==> config.mk <==
export PLATFORM = sky130hd
export DESIGN_NAME = trig_qual
export DESIGN_NICKNAME = d
export VERILOG_FILES = /design/src/design/trig_pkg.sv /design/src/design/edge_pick.sv /design/src/design/pulse_width.sv /design/src/design/trig_qual.sv
export SDC_FILE = /design/constraint.sdc
export NUM_CORES = 1
export LEC_CHECK = 0
export BUFFER_PORTS_ARGS = -buffer_cell sky130_fd_sc_hd__buf_2
export CAP_MARGIN = 5
export CORE_AREA = 3 3 214 216
export CTS_CLUSTER_DIAMETER = 200
export DETAILED_ROUTE_END_ITERATION = 6
export DIE_AREA = 0 0 217 219
export GPL_ROUTABILITY_DRIVEN = 0
export PLACE_DENSITY_LB_ADDON = 0.08
export SYNTH_ARGS = -nofsm -noshare
export SYNTH_HDL_FRONTEND = slang
export SYNTH_HIERARCHICAL = 1
export SYNTH_SLANG_ARGS = --single-unit
export TNS_END_PERCENT = 30
==> constraint.sdc <==
create_clock -name clk -period 8 [get_ports clk]
set_input_delay 0.8 -clock clk [delete_from_list [all_inputs] [get_ports clk]]
set_output_delay 0.8 -clock clk [all_outputs]
set_load 0.01 [all_outputs]
==> src/design/trig_pkg.sv <==
// Notes on behaviour
// edge detector fires on rising, falling or either edge of the chosen source
// auto mode makes its own trigger when no real event comes in time
// single mode takes one trigger then stops until a new run command
// holdoff is programmable; a command loads the smallest holdoff
// delay by time waits 4 ns to 10 s after the first event
// delay by event counts 1 to 65535 events after the first event
// a command loads the smallest delay time into the delay setting
// pulse width is measured against a reference of 4 ns to 10 s
// pulse width fires when longer, shorter, equal or unequal holds
// logic family preset loads the digital threshold value
// ac, hf and lf reject coupling are void on a digital source
// set to half puts the level at mid amplitude of the source
// normal mode triggers only on real events, never internally
// after a trigger, events are ignored until holdoff ends
package trig_pkg;

  // ----------------------------------------
  // timing
  // ----------------------------------------
  localparam longint CLK_NS       = 50;
  localparam longint NS_PER_S     = 1_000_000_000;
  localparam longint T_MIN_NS     = 4;
  localparam longint T_MAX_S      = 10;
  localparam longint HOLD_MIN_NS  = 100;
  localparam longint AUTO_WAIT_NS = 100_000_000;
  localparam logic [27:0] T_MIN_CYC    = 28'((T_MIN_NS + CLK_NS - 1) / CLK_NS);
  localparam logic [27:0] T_MAX_CYC    = 28'((T_MAX_S * NS_PER_S) / CLK_NS);
  localparam logic [27:0] HOLD_MIN_CYC = 28'((HOLD_MIN_NS + CLK_NS - 1) / CLK_NS);
  localparam int          AUTO_DEF_CYC = int'(AUTO_WAIT_NS / CLK_NS);
  localparam logic [15:0] EVT_MIN      = 16'h0001;

  // ----------------------------------------
  // register offsets and command bits
  // ----------------------------------------
  localparam logic [7:0] A_CTRL  = 8'h00;
  localparam logic [7:0] A_CMD   = 8'h04;
  localparam logic [7:0] A_HOLD  = 8'h08;
  localparam logic [7:0] A_DLY   = 8'h0c;
  localparam logic [7:0] A_EVT   = 8'h10;
  localparam logic [7:0] A_PWREF = 8'h14;
  localparam logic [7:0] A_LEVEL = 8'h18;
  localparam logic [7:0] A_THR   = 8'h1c;
  localparam logic [7:0] A_STAT  = 8'h20;
  localparam int C_RUN      = 0;
  localparam int C_STOP     = 1;
  localparam int C_HOLD_MIN = 2;
  localparam int C_DLY_MIN  = 3;
  localparam int C_HALF     = 4;
  localparam int C_PRESET   = 5;

  // ----------------------------------------
  // reset values and preset thresholds (mv)
  // ----------------------------------------
  localparam logic [31:0] CTRL_RST  = 32'h0000_0000;
  localparam logic [15:0] LEVEL_RST = 16'h0000;
  localparam logic [15:0] P_TTL     = 16'h0578;
  localparam logic [15:0] P_CMOS50  = 16'h09c4;
  localparam logic [15:0] P_CMOS33  = 16'h0672;
  localparam logic [15:0] P_CMOS25  = 16'h04e2;
  localparam logic [15:0] P_ECL     = 16'hfaec;
  localparam logic [15:0] P_PECL    = 16'h0e74;
  localparam logic [15:0] P_ZERO    = 16'h0000;

  // ----------------------------------------
  // types
  // ----------------------------------------
  typedef enum logic [1:0] {MODE_AUTO, MODE_NORMAL, MODE_SINGLE} mode_t;
  typedef enum logic [1:0] {SLOPE_RISE, SLOPE_FALL, SLOPE_EITHER} slope_t;
  typedef enum logic [1:0] {PW_GT, PW_LT, PW_EQ, PW_NE} pw_cond_t;
  typedef enum logic [2:0] {CPL_DC, CPL_AC, CPL_HF, CPL_LF, CPL_NOISE} cpl_t;
  typedef enum logic [2:0] {ST_STOP, ST_ARMED, ST_DLY_T, ST_DLY_E, ST_HOLD} st_t;

  typedef struct packed {
    logic [10:0] rsvd;
    logic [2:0]  preset;
    logic [2:0]  coupling;
    logic [4:0]  src;
    logic        pw_pos;
    pw_cond_t    pw_cond;
    logic        pw_en;
    logic        dly_evt;
    logic        dly_en;
    slope_t      slope;
    mode_t       mode;
  } ctrl_t;

  // sources 16..31 are the digital inputs
  function automatic logic is_dig(input logic [4:0] src);
    return src[4];
  endfunction

  function automatic logic [27:0] clamp_t(input logic [31:0] v, input logic [27:0] lo);
    if (v < {4'h0, lo}) return lo;
    if (v > {4'h0, T_MAX_CYC}) return T_MAX_CYC;
    return v[27:0];
  endfunction

endpackage

==> src/design/edge_pick.sv <==
`timescale 1ns/10ps
module edge_pick import trig_pkg::*; (
  // clock and reset
  input  wire logic clk,
  input  wire logic rst_n,
  // source level and slope choice
  input  wire logic lvl,
  input  slope_t    slope,
  // qualified edge
  output logic      fire
);

  logic prev_r;
  logic prev_nxt;

  // slope select
  always_comb begin
    prev_nxt = lvl;
    case (slope)
      SLOPE_RISE:   fire = lvl & ~prev_r;
      SLOPE_FALL:   fire = ~lvl & prev_r;
      SLOPE_EITHER: fire = lvl ^ prev_r;
      default:      fire = 1'b0;
    endcase
  end

  always_ff @(posedge clk or negedge rst_n) begin
    if (!rst_n) prev_r <= 1'b0;
    else        prev_r <= prev_nxt;
  end
endmodule

==> src/design/pulse_width.sv <==
`timescale 1ns/10ps
module pulse_width import trig_pkg::*; (
  // clock and reset
  input  wire logic        clk,
  input  wire logic        rst_n,
  // source and settings
  input  wire logic        lvl,
  input  wire logic        pos,
  input  pw_cond_t         cond,
  input  wire logic [27:0] refw,
  // width condition met
  output logic             fire
);

  logic        act;
  logic        prev_r, prev_nxt;
  logic [27:0] cnt_r, cnt_nxt;
  logic        fire_r, fire_nxt;

  assign act  = pos ? lvl : ~lvl;
  assign fire = fire_r;

  // measure width
  always_comb begin
    prev_nxt = act;
    fire_nxt = 1'b0;
    cnt_nxt  = cnt_r;
    if (act) begin
      if (!prev_r) cnt_nxt = 28'h1;
      else if (cnt_r != 28'hfff_ffff) cnt_nxt = cnt_r + 28'h1;
    end else if (prev_r) begin
      // compare at end
      case (cond)
        PW_GT:   fire_nxt = cnt_r > refw;
        PW_LT:   fire_nxt = cnt_r < refw;
        PW_EQ:   fire_nxt = cnt_r == refw;
        PW_NE:   fire_nxt = cnt_r != refw;
        default: fire_nxt = 1'b0;
      endcase
    end
  end

  always_ff @(posedge clk or negedge rst_n) begin
    if (!rst_n) begin
      prev_r <= 1'b0;
      cnt_r  <= 28'h0;
      fire_r <= 1'b0;
    end else begin
      prev_r <= prev_nxt;
      cnt_r  <= cnt_nxt;
      fire_r <= fire_nxt;
    end
  end
endmodule

==> src/design/trig_qual.sv <==
`timescale 1ns/10ps
module trig_qual import trig_pkg::*; #(
  parameter int AUTO_CYC = AUTO_DEF_CYC
) (
  // clock and reset
  input  wire logic        clk,
  input  wire logic        rst_n,
  // register port
  input  wire logic [7:0]  addr,
  input  wire logic [31:0] wdata,
  input  wire logic        wr,
  input  wire logic        rd,
  output logic [31:0]      rdata,
  // comparator outputs
  input  wire logic [5:0]  ana_cmp,
  input  wire logic [15:0] dig_in,
  // measured amplitude of the source
  input  wire logic [15:0] amp_max_mv,
  input  wire logic [15:0] amp_min_mv,
  // acquisition control
  output logic             trig_out,
  output logic             auto_trig,
  output logic             running,
  // front-end settings
  output logic [15:0]      level_mv,
  output logic [15:0]      thresh_mv,
  output logic [2:0]       couple_sel
);

  localparam logic [27:0] AUTO_LAST = 28'(AUTO_CYC - 1);

  // ----------------------------------------
  // reset release
  // ----------------------------------------
  logic rst_s1_r;
  logic rst_sync_n;

  always_ff @(posedge clk or negedge rst_n) begin
    if (!rst_n) begin
      rst_s1_r   <= 1'b0;
      rst_sync_n <= 1'b0;
    end else begin
      rst_s1_r   <= 1'b1;
      rst_sync_n <= rst_s1_r;
    end
  end

  // ----------------------------------------
  // settings registers
  // ----------------------------------------
  ctrl_t       ctrl_r, ctrl_nxt;
  logic [27:0] hold_r, hold_nxt;
  logic [27:0] dly_r, dly_nxt;
  logic [15:0] nevt_r, nevt_nxt;
  logic [27:0] pwref_r, pwref_nxt;
  logic [15:0] level_r, level_nxt;
  logic [15:0] thr_r, thr_nxt;
  logic        cmd_wr, cmd_run, cmd_stop;
  logic [16:0] amp_sum;
  logic [15:0] half_lvl;

  assign cmd_wr   = wr && (addr == A_CMD);
  assign cmd_run  = cmd_wr && wdata[C_RUN];
  assign cmd_stop = cmd_wr && wdata[C_STOP];
  assign amp_sum  = {amp_max_mv[15], amp_max_mv} + {amp_min_mv[15], amp_min_mv};
  assign half_lvl = amp_sum[16:1];

  function automatic logic [15:0] preset_mv(input logic [2:0] p);
    case (p)
      3'h0:    return P_TTL;
      3'h1:    return P_CMOS50;
      3'h2:    return P_CMOS33;
      3'h3:    return P_CMOS25;
      3'h4:    return P_ECL;
      3'h5:    return P_PECL;
      default: return P_ZERO;
    endcase
  endfunction

  always_comb begin
    ctrl_nxt  = ctrl_r;
    hold_nxt  = hold_r;
    dly_nxt   = dly_r;
    nevt_nxt  = nevt_r;
    pwref_nxt = pwref_r;
    level_nxt = level_r;
    thr_nxt   = thr_r;
    if (wr) begin
      case (addr)
        A_CTRL: begin
          ctrl_nxt      = ctrl_t'(wdata);
          ctrl_nxt.rsvd = '0;
        end
        A_HOLD:  hold_nxt = clamp_t(wdata, HOLD_MIN_CYC);
        // delay range
        A_DLY:   dly_nxt = clamp_t(wdata, T_MIN_CYC);
        // count range
        A_EVT:   nevt_nxt = (wdata[15:0] == 16'h0) ? EVT_MIN : wdata[15:0];
        // reference range
        A_PWREF: pwref_nxt = clamp_t(wdata, T_MIN_CYC);
        A_LEVEL: level_nxt = wdata[15:0];
        A_THR:   thr_nxt = wdata[15:0];
        A_CMD: begin
          // holdoff minimum
          if (wdata[C_HOLD_MIN]) hold_nxt = HOLD_MIN_CYC;
          // delay minimum
          if (wdata[C_DLY_MIN]) dly_nxt = T_MIN_CYC;
          // level at half
          if (wdata[C_HALF]) level_nxt = half_lvl;
          // logic preset
          if (wdata[C_PRESET]) thr_nxt = preset_mv(ctrl_r.preset);
        end
        default: ;
      endcase
    end
  end

  always_ff @(posedge clk or negedge rst_sync_n) begin
    if (!rst_sync_n) begin
      ctrl_r  <= ctrl_t'(CTRL_RST);
      hold_r  <= HOLD_MIN_CYC;
      dly_r   <= T_MIN_CYC;
      nevt_r  <= EVT_MIN;
      pwref_r <= T_MIN_CYC;
      level_r <= LEVEL_RST;
      thr_r   <= P_TTL;
    end else begin
      ctrl_r  <= ctrl_nxt;
      hold_r  <= hold_nxt;
      dly_r   <= dly_nxt;
      nevt_r  <= nevt_nxt;
      pwref_r <= pwref_nxt;
      level_r <= level_nxt;
      thr_r   <= thr_nxt;
    end
  end

  // ----------------------------------------
  // source pick and event detection
  // ----------------------------------------
  logic src_lvl, edge_ev, pw_ev, evt;

  always_comb begin
    if (is_dig(ctrl_r.src))   src_lvl = dig_in[ctrl_r.src[3:0]];
    else if (ctrl_r.src < 5'h06) src_lvl = ana_cmp[ctrl_r.src[2:0]];
    else                      src_lvl = 1'b0;
  end

  edge_pick u_edge (
    .clk   (clk),
    .rst_n (rst_sync_n),
    .lvl   (src_lvl),
    .slope (ctrl_r.slope),
    .fire  (edge_ev)
  );

  pulse_width u_pw (
    .clk   (clk),
    .rst_n (rst_sync_n),
    .lvl   (src_lvl),
    .pos   (ctrl_r.pw_pos),
    .cond  (ctrl_r.pw_cond),
    .refw  (pwref_r),
    .fire  (pw_ev)
  );

  assign evt = ctrl_r.pw_en ? pw_ev : edge_ev;

  // ----------------------------------------
  // trigger sequencing
  // ----------------------------------------
  st_t         st_r, st_nxt;
  logic [27:0] cnt_r, cnt_nxt;
  logic [15:0] ecnt_r, ecnt_nxt;
  logic        fire, auto_fire;

  always_comb begin
    st_nxt    = st_r;
    cnt_nxt   = cnt_r;
    ecnt_nxt  = ecnt_r;
    fire      = 1'b0;
    auto_fire = 1'b0;
    case (st_r)
      ST_STOP: begin
        if (cmd_run) begin
          st_nxt  = ST_ARMED;
          cnt_nxt = '0;
        end
      end
      ST_ARMED: begin
        if (evt) begin
          if (!ctrl_r.dly_en) begin
            fire = 1'b1;
          end else if (ctrl_r.dly_evt) begin
            st_nxt   = ST_DLY_E;
            ecnt_nxt = '0;
          end else begin
            st_nxt  = ST_DLY_T;
            cnt_nxt = '0;
          end
        // internal trigger
        end else if (ctrl_r.mode == MODE_AUTO) begin
          if (cnt_r >= AUTO_LAST) begin
            fire      = 1'b1;
            auto_fire = 1'b1;
          end else begin
            cnt_nxt = cnt_r + 28'h1;
          end
        end
        // normal waits; no timer
      end
      // wait delay time
      ST_DLY_T: begin
        if (cnt_r >= dly_r - 28'h1) fire = 1'b1;
        else cnt_nxt = cnt_r + 28'h1;
      end
      // count events
      ST_DLY_E: begin
        if (evt) begin
          if (ecnt_r >= nevt_r - 16'h1) fire = 1'b1;
          else ecnt_nxt = ecnt_r + 16'h1;
        end
      end
      // events ignored here
      ST_HOLD: begin
        if (cnt_r >= hold_r - 28'h1) begin
          st_nxt  = ST_ARMED;
          cnt_nxt = '0;
        end else begin
          cnt_nxt = cnt_r + 28'h1;
        end
      end
      default: st_nxt = ST_STOP;
    endcase
    if (fire) begin
      cnt_nxt = '0;
      // single stops
      st_nxt = (ctrl_r.mode == MODE_SINGLE) ? ST_STOP : ST_HOLD;
    end
    // stop wins so software can always halt a pending delay
    if (cmd_stop) begin
      st_nxt    = ST_STOP;
      fire      = 1'b0;
      auto_fire = 1'b0;
    end
  end

  // ----------------------------------------
  // outputs and status
  // ----------------------------------------
  logic        trig_r, auto_r, run_r;
  logic [15:0] tcnt_r, tcnt_nxt;
  logic [2:0]  cpl_r, cpl_nxt;
  logic [31:0] rdata_r, rdata_nxt;

  always_comb begin
    tcnt_nxt = tcnt_r + {15'h0, fire};
    cpl_nxt  = ctrl_r.coupling;
    // digital forces dc
    if (is_dig(ctrl_r.src) && (cpl_nxt == CPL_AC || cpl_nxt == CPL_HF ||
        cpl_nxt == CPL_LF)) cpl_nxt = CPL_DC;
    rdata_nxt = 32'h0;
    if (rd) begin
      case (addr)
        A_CTRL:  rdata_nxt = 32'(ctrl_r);
        A_HOLD:  rdata_nxt = {4'h0, hold_r};
        A_DLY:   rdata_nxt = {4'h0, dly_r};
        A_EVT:   rdata_nxt = {16'h0, nevt_r};
        A_PWREF: rdata_nxt = {4'h0, pwref_r};
        A_LEVEL: rdata_nxt = {16'h0, level_r};
        A_THR:   rdata_nxt = {16'h0, thr_r};
        A_STAT:  rdata_nxt = {tcnt_r, 12'h0, run_r, st_r};
        default: rdata_nxt = 32'h0;
      endcase
    end
  end

  always_ff @(posedge clk or negedge rst_sync_n) begin
    if (!rst_sync_n) begin
      st_r    <= ST_STOP;
      cnt_r   <= 28'h0;
      ecnt_r  <= 16'h0;
      trig_r  <= 1'b0;
      auto_r  <= 1'b0;
      run_r   <= 1'b0;
      tcnt_r  <= 16'h0;
      cpl_r   <= 3'h0;
      rdata_r <= 32'h0;
    end else begin
      st_r    <= st_nxt;
      cnt_r   <= cnt_nxt;
      ecnt_r  <= ecnt_nxt;
      trig_r  <= fire;
      auto_r  <= auto_fire;
      run_r   <= st_nxt != ST_STOP;
      tcnt_r  <= tcnt_nxt;
      cpl_r   <= cpl_nxt;
      rdata_r <= rdata_nxt;
    end
  end

  assign trig_out   = trig_r;
  assign auto_trig  = auto_r;
  assign running    = run_r;
  assign level_mv   = level_r;
  assign thresh_mv  = thr_r;
  assign couple_sel = cpl_r;
  assign rdata      = rdata_r;
endmodule

==> results of run 1 <==
==> worst paths after layout <==
kind | from | end | cells past startpoint
min in group clk | rst_s1_r | rst_sync_n | 0
min reg2reg | rst_sync_n | rdata[11] | 0
min | rst_n | rst_sync_n | 1
max reg2reg | dly_r[3] | tcnt_r[12] | 22
max | dly_r[3] | tcnt_r[12] | 22
max in group asynchronous | rst_sync_n | tcnt_r[1] | 2
==> power groups by stage <==
| stage | Combinational, uW | Sequential, uW | Clock, uW |
|---|---|---|---|
| 6_report | 756 | 1640 | 1710 |
| 3_5_place_dp | 751 | 1660 | 0 |
| 4_1_cts | 757 | 1640 | 1750 |
| 5_1_grt | 848 | 1650 | 1810 |
| 2_1_floorplan | 517 | 1630 | 0 |
| 3_3_place_gp | 741 | 1660 | 0 |
==> state kept, by name, indices dropped and copies added, names as in the netlist, 16 cells and up <==
name        cells
u_pw/cnt_r     28
tcnt_r         16
ctrl_r         21
cnt_r          28
pwref_r        28
hold_r         28
thresh_mv      16
nevt_r         16
ecnt_r         16
rdata          32
dly_r          28
level_mv       16
==> metal layers <==
metal  share of wire, %  vias up  GRT usage, %  routed length, microns
met5                  0        -             0                       0
met4                2.7        0         7.567                    1629
met3                6.2       79         3.988                    3738
met2                 46      515         40.63                   27690
met1                 45     7629         34.29                   26840
li1                   -     7279             -                       -
==> per-stage QoR <==
step | instances | setup slack [ps] | instance area, sq um | util (%) | total power [uW]
final | 2683 | 1867 | 20340 | 46.10 | 4102
after detailed placement | 2617 | 2005 | 19100 | 43.30 | 2412
after global placement | 2617 | 2229 | 19100 | 43.30 | 2402
after global routing | 2683 | 1399 | 20340 | 46.10 | 4300
after floorplan | 1920 | 2595 | 17630 | - | 2146
after CTS | 2683 | 1957 | 20340 | 46.10 | 4138
==> logic make-up (layout without fill, tap and decap cells) <==
kind of cell             Yosys count  count (layout)  synth area share [%]
AND/OR/NAND/NOR                  729             729                 19.94
AO/OA/AOI/OAI                    446             446                 16.90
multiplexers                      52              52                 3.670
flip-flops                       287             287                 40.82
other                              1               1               0.02128
adder cells (fa/ha/maj)          130             130                 9.272
buffers and inverters            152             323                 3.266
XOR/XNOR                         123             123                 6.112
==> cell usage in the layout (no fill, tap or decap), types with 7 or more instances in the layout <==
cell and n:
a211oi_1 10, a21o_1 30, a21oi_1 70, a221oi_1 13, a222oi_1 16, a22o_1 33
a22oi_1 38, a31oi_1 33, and2_1 16, and3_1 27, and4_1 7, buf_2 167
buf_4 24, clkbuf_1 9, clkbuf_16 38, dfrtp_1 276, dfstp_2 10, ha_1 129
inv_1 66, mux2_2 41, nand2_1 260, nand2b_1 17, nand3_1 52, nand4_1 39
nor2_1 157, nor2b_1 11, nor3_1 48, nor3b_1 9, nor4_1 25, o211ai_1 9
o21a_1 7, o21ai_0 126, o31ai_1 20, or3_1 9, or4_1 15, xnor2_1 66
xor2_1 57
==> critical path, cell delays in order (launching register included) <==
cell	delay, ps
dfrtp_1	440
or4_4	540
nor3_1	320
nand2b_1	170
nor4_4	260
nand3_1	210
or4_1	500
nor3_1	250
xnor2_1	170
ha_1	200
nor4bb_1	280
a311oi_1	80
o21ai_0	120
o211a_1	180
o21ai_1	200
and2_1	310
nor4_1	530
ha_1	330
ha_1	250
nand2_1	100
or2_2	320
nor2_1	120
xor2_1	170
==> cell type report <==
class                   count  area (sq um)
well taps                 592         740.7
fillers                  4395         23780
clock buffers              51          1040
repair buffers            191          1016
inverters                  66         247.7
clock inverters            15         197.7
flip-flops and latches    287          7198
multi-input cells        1481          9902
==> run summary, run 1 <==
Min Hold Slack: 28.98 ps
HPWL after DPL: 45,250 microns
Seq/Total Area, Yosys: 40.82%
Routed Antenna Nets: 0
Syn Inst Count: 1,920
total number of vias: 15,500
Hold Vio Cnt, Final: 0
IO Pins: 168
status: finished, violations left
RSZ-0062 raised after global routing: false
Max-slew headroom: 19.56%
max cap viols: 0
Most used DFF post-synth: dfrtp_1
grt ovf: 0
Hold WC Path Type: in2async
Yosys top cell by area: dfrtp_1
Synth top area share: 39.33%
most common library cells after synthesis: dfrtp_1, nand2_1, nor2_1, ha_1, o21ai_0
core area: 44,120 sq um
cts repair resizes: 0
largest net degree at the start of global routing: 73
CTS root buf: clkbuf_16
worst vdd ir: 121.9 uV
Clock Path Buffers: 3
DR WL/cell: 22.33 microns
number of diodes: 0
die width: 217 microns
Worst Skew: 26.01 ps
Final Max Tran Viols: 0
Post-route DRC: 4
sequential share of power: 39.9%
Startpoint Class: flip-flop
switching portion of total power: 30.33%
H-tree levels: 2
power share of the clock group: 41.6%
Total GRT Usage: 24.93%
synth top area cells: dfrtp_1, ha_1, nand2_1
drt pass-1 iters: 7
layout cells sized above 1: 16.26%
EDFF count, synth: 0
Setup crit end kind: flip-flop
Layout Nets: 2,291
Yosys cell types: 76
most numerous cell in the Yosys netlist: dfrtp_1
Rows: 77
failing checks: DRC
Pwr Density: 201.6 nW/um^2
Syn. warnings: 6
synthesized area: 17,620 sq um
Static Leakage: 0.009498 uW
Sink Count: 287
fmax: 0.1631 GHz
Comb pwr share: 18.4%
final setup fails: 0
Iteration-0 DRC Markers: 1,373
Initial Util: 39.94%
clock latency reported for the late side of the worst-skew pair: 550 ps
Die Ht: 219 microns
vias per std cell: 5.778
CTS tree: built
initial antenna violation count: 0
Area Growth Syn to Fin: 15.42%
syn nets: 2,148
first-pass GRT wire length: 91,490 microns
Num CTS Buffers: 36
P_int: 2858 uW
final period utilization: 76.66%
register bit count reported by yosys: 287
Fin Setup TNS: 0 ps
Worst Path Required: 8450 ps
hold_buf cts: 0
crit path time final: 6133 ps
DRT Wirelength: 59,900 microns
Syn Area/Cell: 9.179 sq um
Async SR Flop Fraction: 100.0%
CP Max Fanout: 8
r2r setup slk: 1870 ps
Reg clk slew, reported paths: 60 ps
full die area: 47,520 sq um
Setup Buffers After CTS: 0
Worst Path Class, Setup: reg2reg
Critical Path AT: 6580 ps
worst-margin pin slew: 1206 ps
Port Buf Inserts: 167
number of global-route vias before repair: 14,950
sw power: 1244 uW
Power figures use the tool's default switching activity.
==> inputs of run 2 (changes only) <==
clock period = 6.3 ns   (was 8 ns; I/O delays follow)
==> run 2 against run 1 <==
Against the previous run:
- the run now ends clean
- maximum frequency increased by 7.1%
- critical path type unchanged
- via count about the same
- utilization increased by 0.071 points
- flip-flop and latch count unchanged
- largest power group unchanged
- critical path depth unchanged
==> run summary, run 2 (same netlist as run 1, synthesis figures left out) <==
Hold Vio Cnt, Final: 0 (unchanged)
worst setup path end: tcnt_r[14] (was tcnt_r[12])
Reg clk slew, reported paths: 60 ps (about the same)
r2r setup slk: 580 ps (was 1870 ps)
Num CTS Buffers: 36 (unchanged)
number of global-route vias before repair: 14,980 (was 14,950)
largest net degree at the start of global routing: 155 (was 73)
Startpoint Class: flip-flop (unchanged)
commonest non-fill, non-tap cell in the layout: dfrtp_1 (unchanged)
CTS root buf: clkbuf_16 (unchanged)
worst-margin pin slew: 1211 ps (was 1206 ps)
crit path time final: 5725 ps (was 6133 ps)
DR WL/cell: 22.46 microns (was 22.33 microns)
Iteration-0 DRC Markers: 1,315 (was 1,373)
IO Pins: 168 (unchanged)
Worst Path Required: 6770 ps (was 8450 ps)
total number of vias: 15,490 (was 15,500)
Sink Count: 287 (unchanged)
fmax: 0.1747 GHz (was 0.1631 GHz)
Rows: 77 (unchanged)
CTS tree: built (unchanged)
Initial Util: 39.94% (unchanged)
met1 Resource Use GR: 34.76% (was 34.29%)
Critical Path AT: 6190 ps (was 6580 ps)
Layout Nets: 2,295 (was 2,291)
core area: 44,120 sq um (unchanged)
Routed Antenna Nets: 0 (unchanged)
Setup crit end kind: flip-flop (unchanged)
Fin Setup TNS: 0 ps (unchanged)
GR peak layer: met2 (unchanged)
layout filler cell count: 4,345 (was 4,395)
Area Growth Syn to Fin: 15.60% (was 15.42%)
clock latency reported for the late side of the worst-skew pair: 550 ps (about the same)
DRT Wirelength: 60,320 microns (was 59,900 microns)
drt pass-1 iters: 7 (unchanged)
Static Leakage: 0.009524 uW (was 0.009498 uW)
Hold WC Path Type: reg2reg (was in2async)
full die area: 47,520 sq um (unchanged)
M2 GR Usage: 40.04% (was 40.63%)
vias per std cell: 5.767 (was 5.778)
status: completed (was finished, violations left)
reg2reg end: tcnt_r[14] (was tcnt_r[12])
HPWL after DPL: 45,200 microns (was 45,250 microns)
Total GRT Usage: 25.19% (was 24.93%)
area of the multi-input gates: 9927 sq um (was 9902 sq um)
max FFs per register: 32 (unchanged)
Die Ht: 219 microns (unchanged)
final setup fails: 0 (unchanged)
grt ovf: 0 (unchanged)
Final Max Tran Viols: 0 (unchanged)
CP Max Fanout: 8 (unchanged)
Worst Skew: 17.57 ps (was 26.01 ps)
Area after DPL: 19,120 sq um (was 19,100 sq um)
first-pass GRT wire length: 91,990 microns (was 91,490 microns)
R2R cell count: 22 (unchanged)
die width: 217 microns (unchanged)
layout cells sized above 1: 16.52% (was 16.26%)
Clock Path Buffers: 3 (unchanged)
Worst Path Class, Setup: reg2reg (unchanged)
sequential cell area: 7198 sq um (unchanged)
initial antenna violation count: 1 (was 0)
final period utilization: 90.87% (was 76.66%)
most frequent cells in the layout: dfrtp_1, nand2_1, buf_2, nor2_1, ha_1 (unchanged)
r2r startpoint: dly_r[3] (unchanged)
H-tree levels: 2 (unchanged)
RSZ-0062 raised after global routing: false (unchanged)
Pwr Density: 253.5 nW/um^2 (was 201.6 nW/um^2)
met3 GRT Util: 5.109% (was 3.988%)
critical path startpoint: dly_r[3] (unchanged)
cell area after layout: 20,370 sq um (was 20,340 sq um)
Post-route DRC: 0 (was 4)
number of diodes: 0 (unchanged)
Max-slew headroom: 18.77% (was 19.56%)
worst vdd ir: 173.3 uV (was 121.9 uV)
Port Buf Inserts: 167 (unchanged)
max cap viols: 0 (unchanged)
-- run 2: report_power, final --
group	leakage, uW	internal, uW	switching [uW]	total, uW
Sequential	0.00391	1930	149	2080
Clock	0.000595	1260	836	2100
Combinational	0.00502	393	593	986
-- run 2: through the flow --
| step | setup WS, ps | cells | hold slack [ps] | total power [uW] | util (%) |
|---|---|---|---|---|---|
| floorplan | 894.8 | 1920 | 331.1 | 2725 | - |
| global placement | 501.7 | 2618 | 337.7 | 3069 | 43.34 |
| detailed placement | 256.1 | 2618 | 347.1 | 3083 | 43.34 |
| CTS | 222.3 | 2684 | 360.3 | 5201 | 46.08 |
| global route | 5.330 | 2686 | 368.7 | 5425 | 46.17 |
| finish | 575.4 | 2686 | 353.8 | 5165 | 46.17 |
-- run 2: worst max-delay path: stages, from the launching register on --
cell and delay (ps):
dfrtp_1 450, or4_4 550, or4_4 450, or4_4 470, nor2_2 150, nand2_1 80
or4_4 460, nor2_1 150, xnor2_1 80, ha_1 290, a21o_1 130, a311oi_1 80
o21ai_0 130, o211a_1 190, o21ai_1 200, and2_4 250, nor4_4 300, ha_2 280
ha_1 240, nand2_1 100, or2_2 320, nor2_1 130, xor2_1 150
-- run 2: worst min path at each step --
stage	start	to	slack (ps)	depth (start not counted)
after floorplan	rst_n	rst_s1_r	330	0
after global placement	rst_s1_r	rst_sync_n	340	0
after detailed placement	rst_s1_r	rst_sync_n	350	0
after CTS	rst_n	rst_sync_n	360	2
after global routing	rst_s1_r	rst_sync_n	370	0
final	rst_s1_r	rst_sync_n	350	0
-- run 2: layer usage --
metal  vias to the layer above  wire length (microns)
met4                         2                   1823
met2                       528                  27830
met3                        99                   4212
li1                       7292                      -
met5                         -                     13
met1                      7568                  26450
-- run 2: area by class of cell --
cell class | instances | area share [%]
clock buffers | 57 | 5.509
clock inverters | 8 | 0.3746
inverters | 66 | 1.216
multi-input cells | 1481 | 48.73
flip-flops and latches | 287 | 35.33
well taps | 592 | 3.636
repair buffers | 195 | 5.208
-- run 2: repair_timing --
action,in CTS,in global routing
hold buffers,1,0
setup buffers,0,2
resized for setup,0,6
hold endpoints to repair,2,0
setup endpoints to repair,0,6
==> inputs of run 3 (changes only) <==
CORE_AREA = 2 2 213 215   (was 3 3 214 216)
DIE_AREA = 0 0 215 217   (was 0 0 217 219)
PLACE_DENSITY_LB_ADDON = 0.3   (was 0.08)
==> run 3 against run 2 <==
Against the previous run:
- worst setup slack got worse by 150 ps
- largest cell class unchanged
- critical path type unchanged
- cell count grew 0.15%
- largest power group is now sequential cells
- sequential power hardly changed
- wire length is 5.1% lower
- clock power shrank 5%
- highest routed layer is now met4
- combinational power is 1% lower
- utilization decreased by 0.79 points
- clock-buffer cell count decreased by 10
- critical endpoint unchanged
- die area fell by 1.8%
==> run summary, run 3 (same netlist as run 1, synthesis figures left out) <==
Reg clk slew, reported paths: 60 ps (about the same)
fmax: 0.1702 GHz (was 0.1747 GHz)
max FFs per register: 32 (unchanged)
CTS root buf: clkbuf_16 (unchanged)
clock latency reported for the late side of the worst-skew pair: 560 ps (was 550 ps)
Setup crit end kind: flip-flop (unchanged)
Static Leakage: 0.009474 uW (was 0.009524 uW)
core area: 44,700 sq um (was 44,120 sq um)
most frequent cells in the layout: dfrtp_1, nand2_1, buf_2, nor2_1, ha_1 (unchanged)
Iteration-0 DRC Markers: 1,490 (was 1,315)
Total GRT Usage: 24.37% (was 25.19%)
DR WL/cell: 21.29 microns (was 22.46 microns)
HPWL after DPL: 43,020 microns (was 45,200 microns)
CP Max Fanout: 8 (unchanged)
RSZ-0062 raised after global routing: false (unchanged)
crit path time final: 5875 ps (was 5725 ps)
CTS tree: built (unchanged)
IO Pins: 168 (unchanged)
Initial Util: 39.43% (was 39.94%)
full die area: 46,660 sq um (was 47,520 sq um)
number of global-route vias before repair: 15,300 (was 14,980)
critical path startpoint: dly_r[3] (unchanged)
H-tree levels: 2 (unchanged)
final period utilization: 93.26% (was 90.87%)
max cap viols: 0 (unchanged)
DRT Wirelength: 57,260 microns (was 60,320 microns)
initial antenna violation count: 2 (was 1)
first-pass GRT wire length: 89,130 microns (was 91,990 microns)
r2r startpoint: dly_r[3] (unchanged)
final setup fails: 0 (unchanged)
reg2reg end: tcnt_r[14] (unchanged)
Clock Path Buffers: 3 (unchanged)
Die Ht: 217 microns (was 219 microns)
Area Growth Syn to Fin: 15.09% (was 15.60%)
Pwr Density: 249.0 nW/um^2 (was 253.5 nW/um^2)
Critical Path AT: 6320 ps (was 6190 ps)
Routed Antenna Nets: 0 (unchanged)
total number of vias: 15,760 (was 15,490)
status: completed (unchanged)
Area after DPL: 19,130 sq um (was 19,120 sq um)
Sink Count: 287 (unchanged)
grt ovf: 0 (unchanged)
Startpoint Class: flip-flop (unchanged)
die width: 215 microns (was 217 microns)
Max-slew headroom: 19.99% (was 18.77%)
Post-route DRC: 0 (unchanged)
Port Buf Inserts: 167 (unchanged)
Rows: 78 (was 77)
r2r setup slk: 420 ps (was 580 ps)
Num CTS Buffers: 34 (was 36)
Fin Setup TNS: 0 ps (unchanged)
layout cells sized above 1: 16.28% (was 16.52%)
drt pass-1 iters: 6 (was 7)
Layout Nets: 2,292 (was 2,295)
Worst Path Required: 6750 ps (was 6770 ps)
worst-margin pin slew: 1191 ps (was 1211 ps)
Worst Path Class, Setup: reg2reg (unchanged)
commonest non-fill, non-tap cell in the layout: dfrtp_1 (unchanged)
worst vdd ir: 135.3 uV (was 173.3 uV)
Final Max Tran Viols: 0 (unchanged)
Hold Vio Cnt, Final: 0 (unchanged)
post-route core utilization: 45.38% (was 46.17%)
largest net degree at the start of global routing: 168 (was 155)
cell area after layout: 20,280 sq um (was 20,370 sq um)
R2R cell count: 22 (unchanged)
layout filler cell count: 4,327 (was 4,345)
Hold WC Path Type: reg2async (was reg2reg)
Worst Skew: 28.88 ps (was 17.57 ps)
vias per std cell: 5.860 (was 5.767)
-- run 3: how the worst max path moves through the flow --
| stage | to | slack, ps |
|---|---|---|
| 2_1_floorplan | tcnt_r[12] | 890 |
| 3_3_place_gp | tcnt_r[12] | 520 |
| 3_5_place_dp | tcnt_r[14] | 240 |
| 4_1_cts | tcnt_r[14] | 190 |
| 5_1_grt | tcnt_r[14] | 30 |
| 6_report | tcnt_r[14] | 420 |
-- run 3: cell type report --
type                       instances  area, sq um  share of cell area, %
antenna                            1        2.502                0.01234
clock buffer                      47        949.7                  4.682
clock inverter                    14        167.7                 0.8266
inverter                          66        247.7                  1.221
multi-input combinational       1481         9913                  48.87
sequential                       287         7198                  35.49
tap                              600        750.7                  3.701
timing repair buffer             194         1054                  5.194
-- run 3: metrics by stage --
stage               cells  power [uW]  setup WS (ps)  hold WS [ps]
floorplan            1920        2725          894.8         331.1
global placement     2627        3043          519.3         335.3
detailed placement   2627        3071          243.4         338.9
CTS                  2689        5066          190.1         346.3
global route         2689        5290          31.80         347.2
finish               2690        5050          424.6         329.4
-- run 3: worst max-delay path, stage by stage (launching register included) --
cell and delay, ps:
dfrtp_1 450, or4_4 560, or4_4 450, or4_4 470, nor2_2 140, nand2_1 80
or4_4 470, nor2_1 150, xnor2_1 90, ha_1 310, a21o_1 150, a311oi_1 100
o21ai_1 130, o211a_1 170, o21ai_1 200, and2_2 320, nor4_4 300, ha_1 280
ha_1 250, nand2_1 100, or2_2 320, nor2_1 120, xor2_1 180
-- run 3: per-layer routing --
metal / vias up / wire length [microns] / share of wire [%] / track usage [%]
met5: - / 0 / 0 / 0
met4: 0 / 1820 / 3.2 / 8.023
met3: 109 / 4750 / 8.3 / 4.640
met2: 726 / 25980 / 45 / 39.12
met1: 7649 / 24710 / 43 / 33.22
li1: 7279 / - / - / -
-- run 3: what timing repair did --
| item | 4_1_cts | 5_1_grt |
|---|---|---|
| setup endpoints to repair | 0 | 3 |
| hold buffers | 1 | 0 |
| resized for setup | 0 | 5 |
| buffers inserted | 0 | 0 |
| hold endpoints to repair | 2 | 0 |
-- run 3: power breakdown --
group | total, uW | internal (uW) | switching [uW]
logic | 975 | 392 | 584
clock network | 1990 | 1180 | 809
registers | 2080 | 1930 | 151
total | 5050 | 3510 | 1540
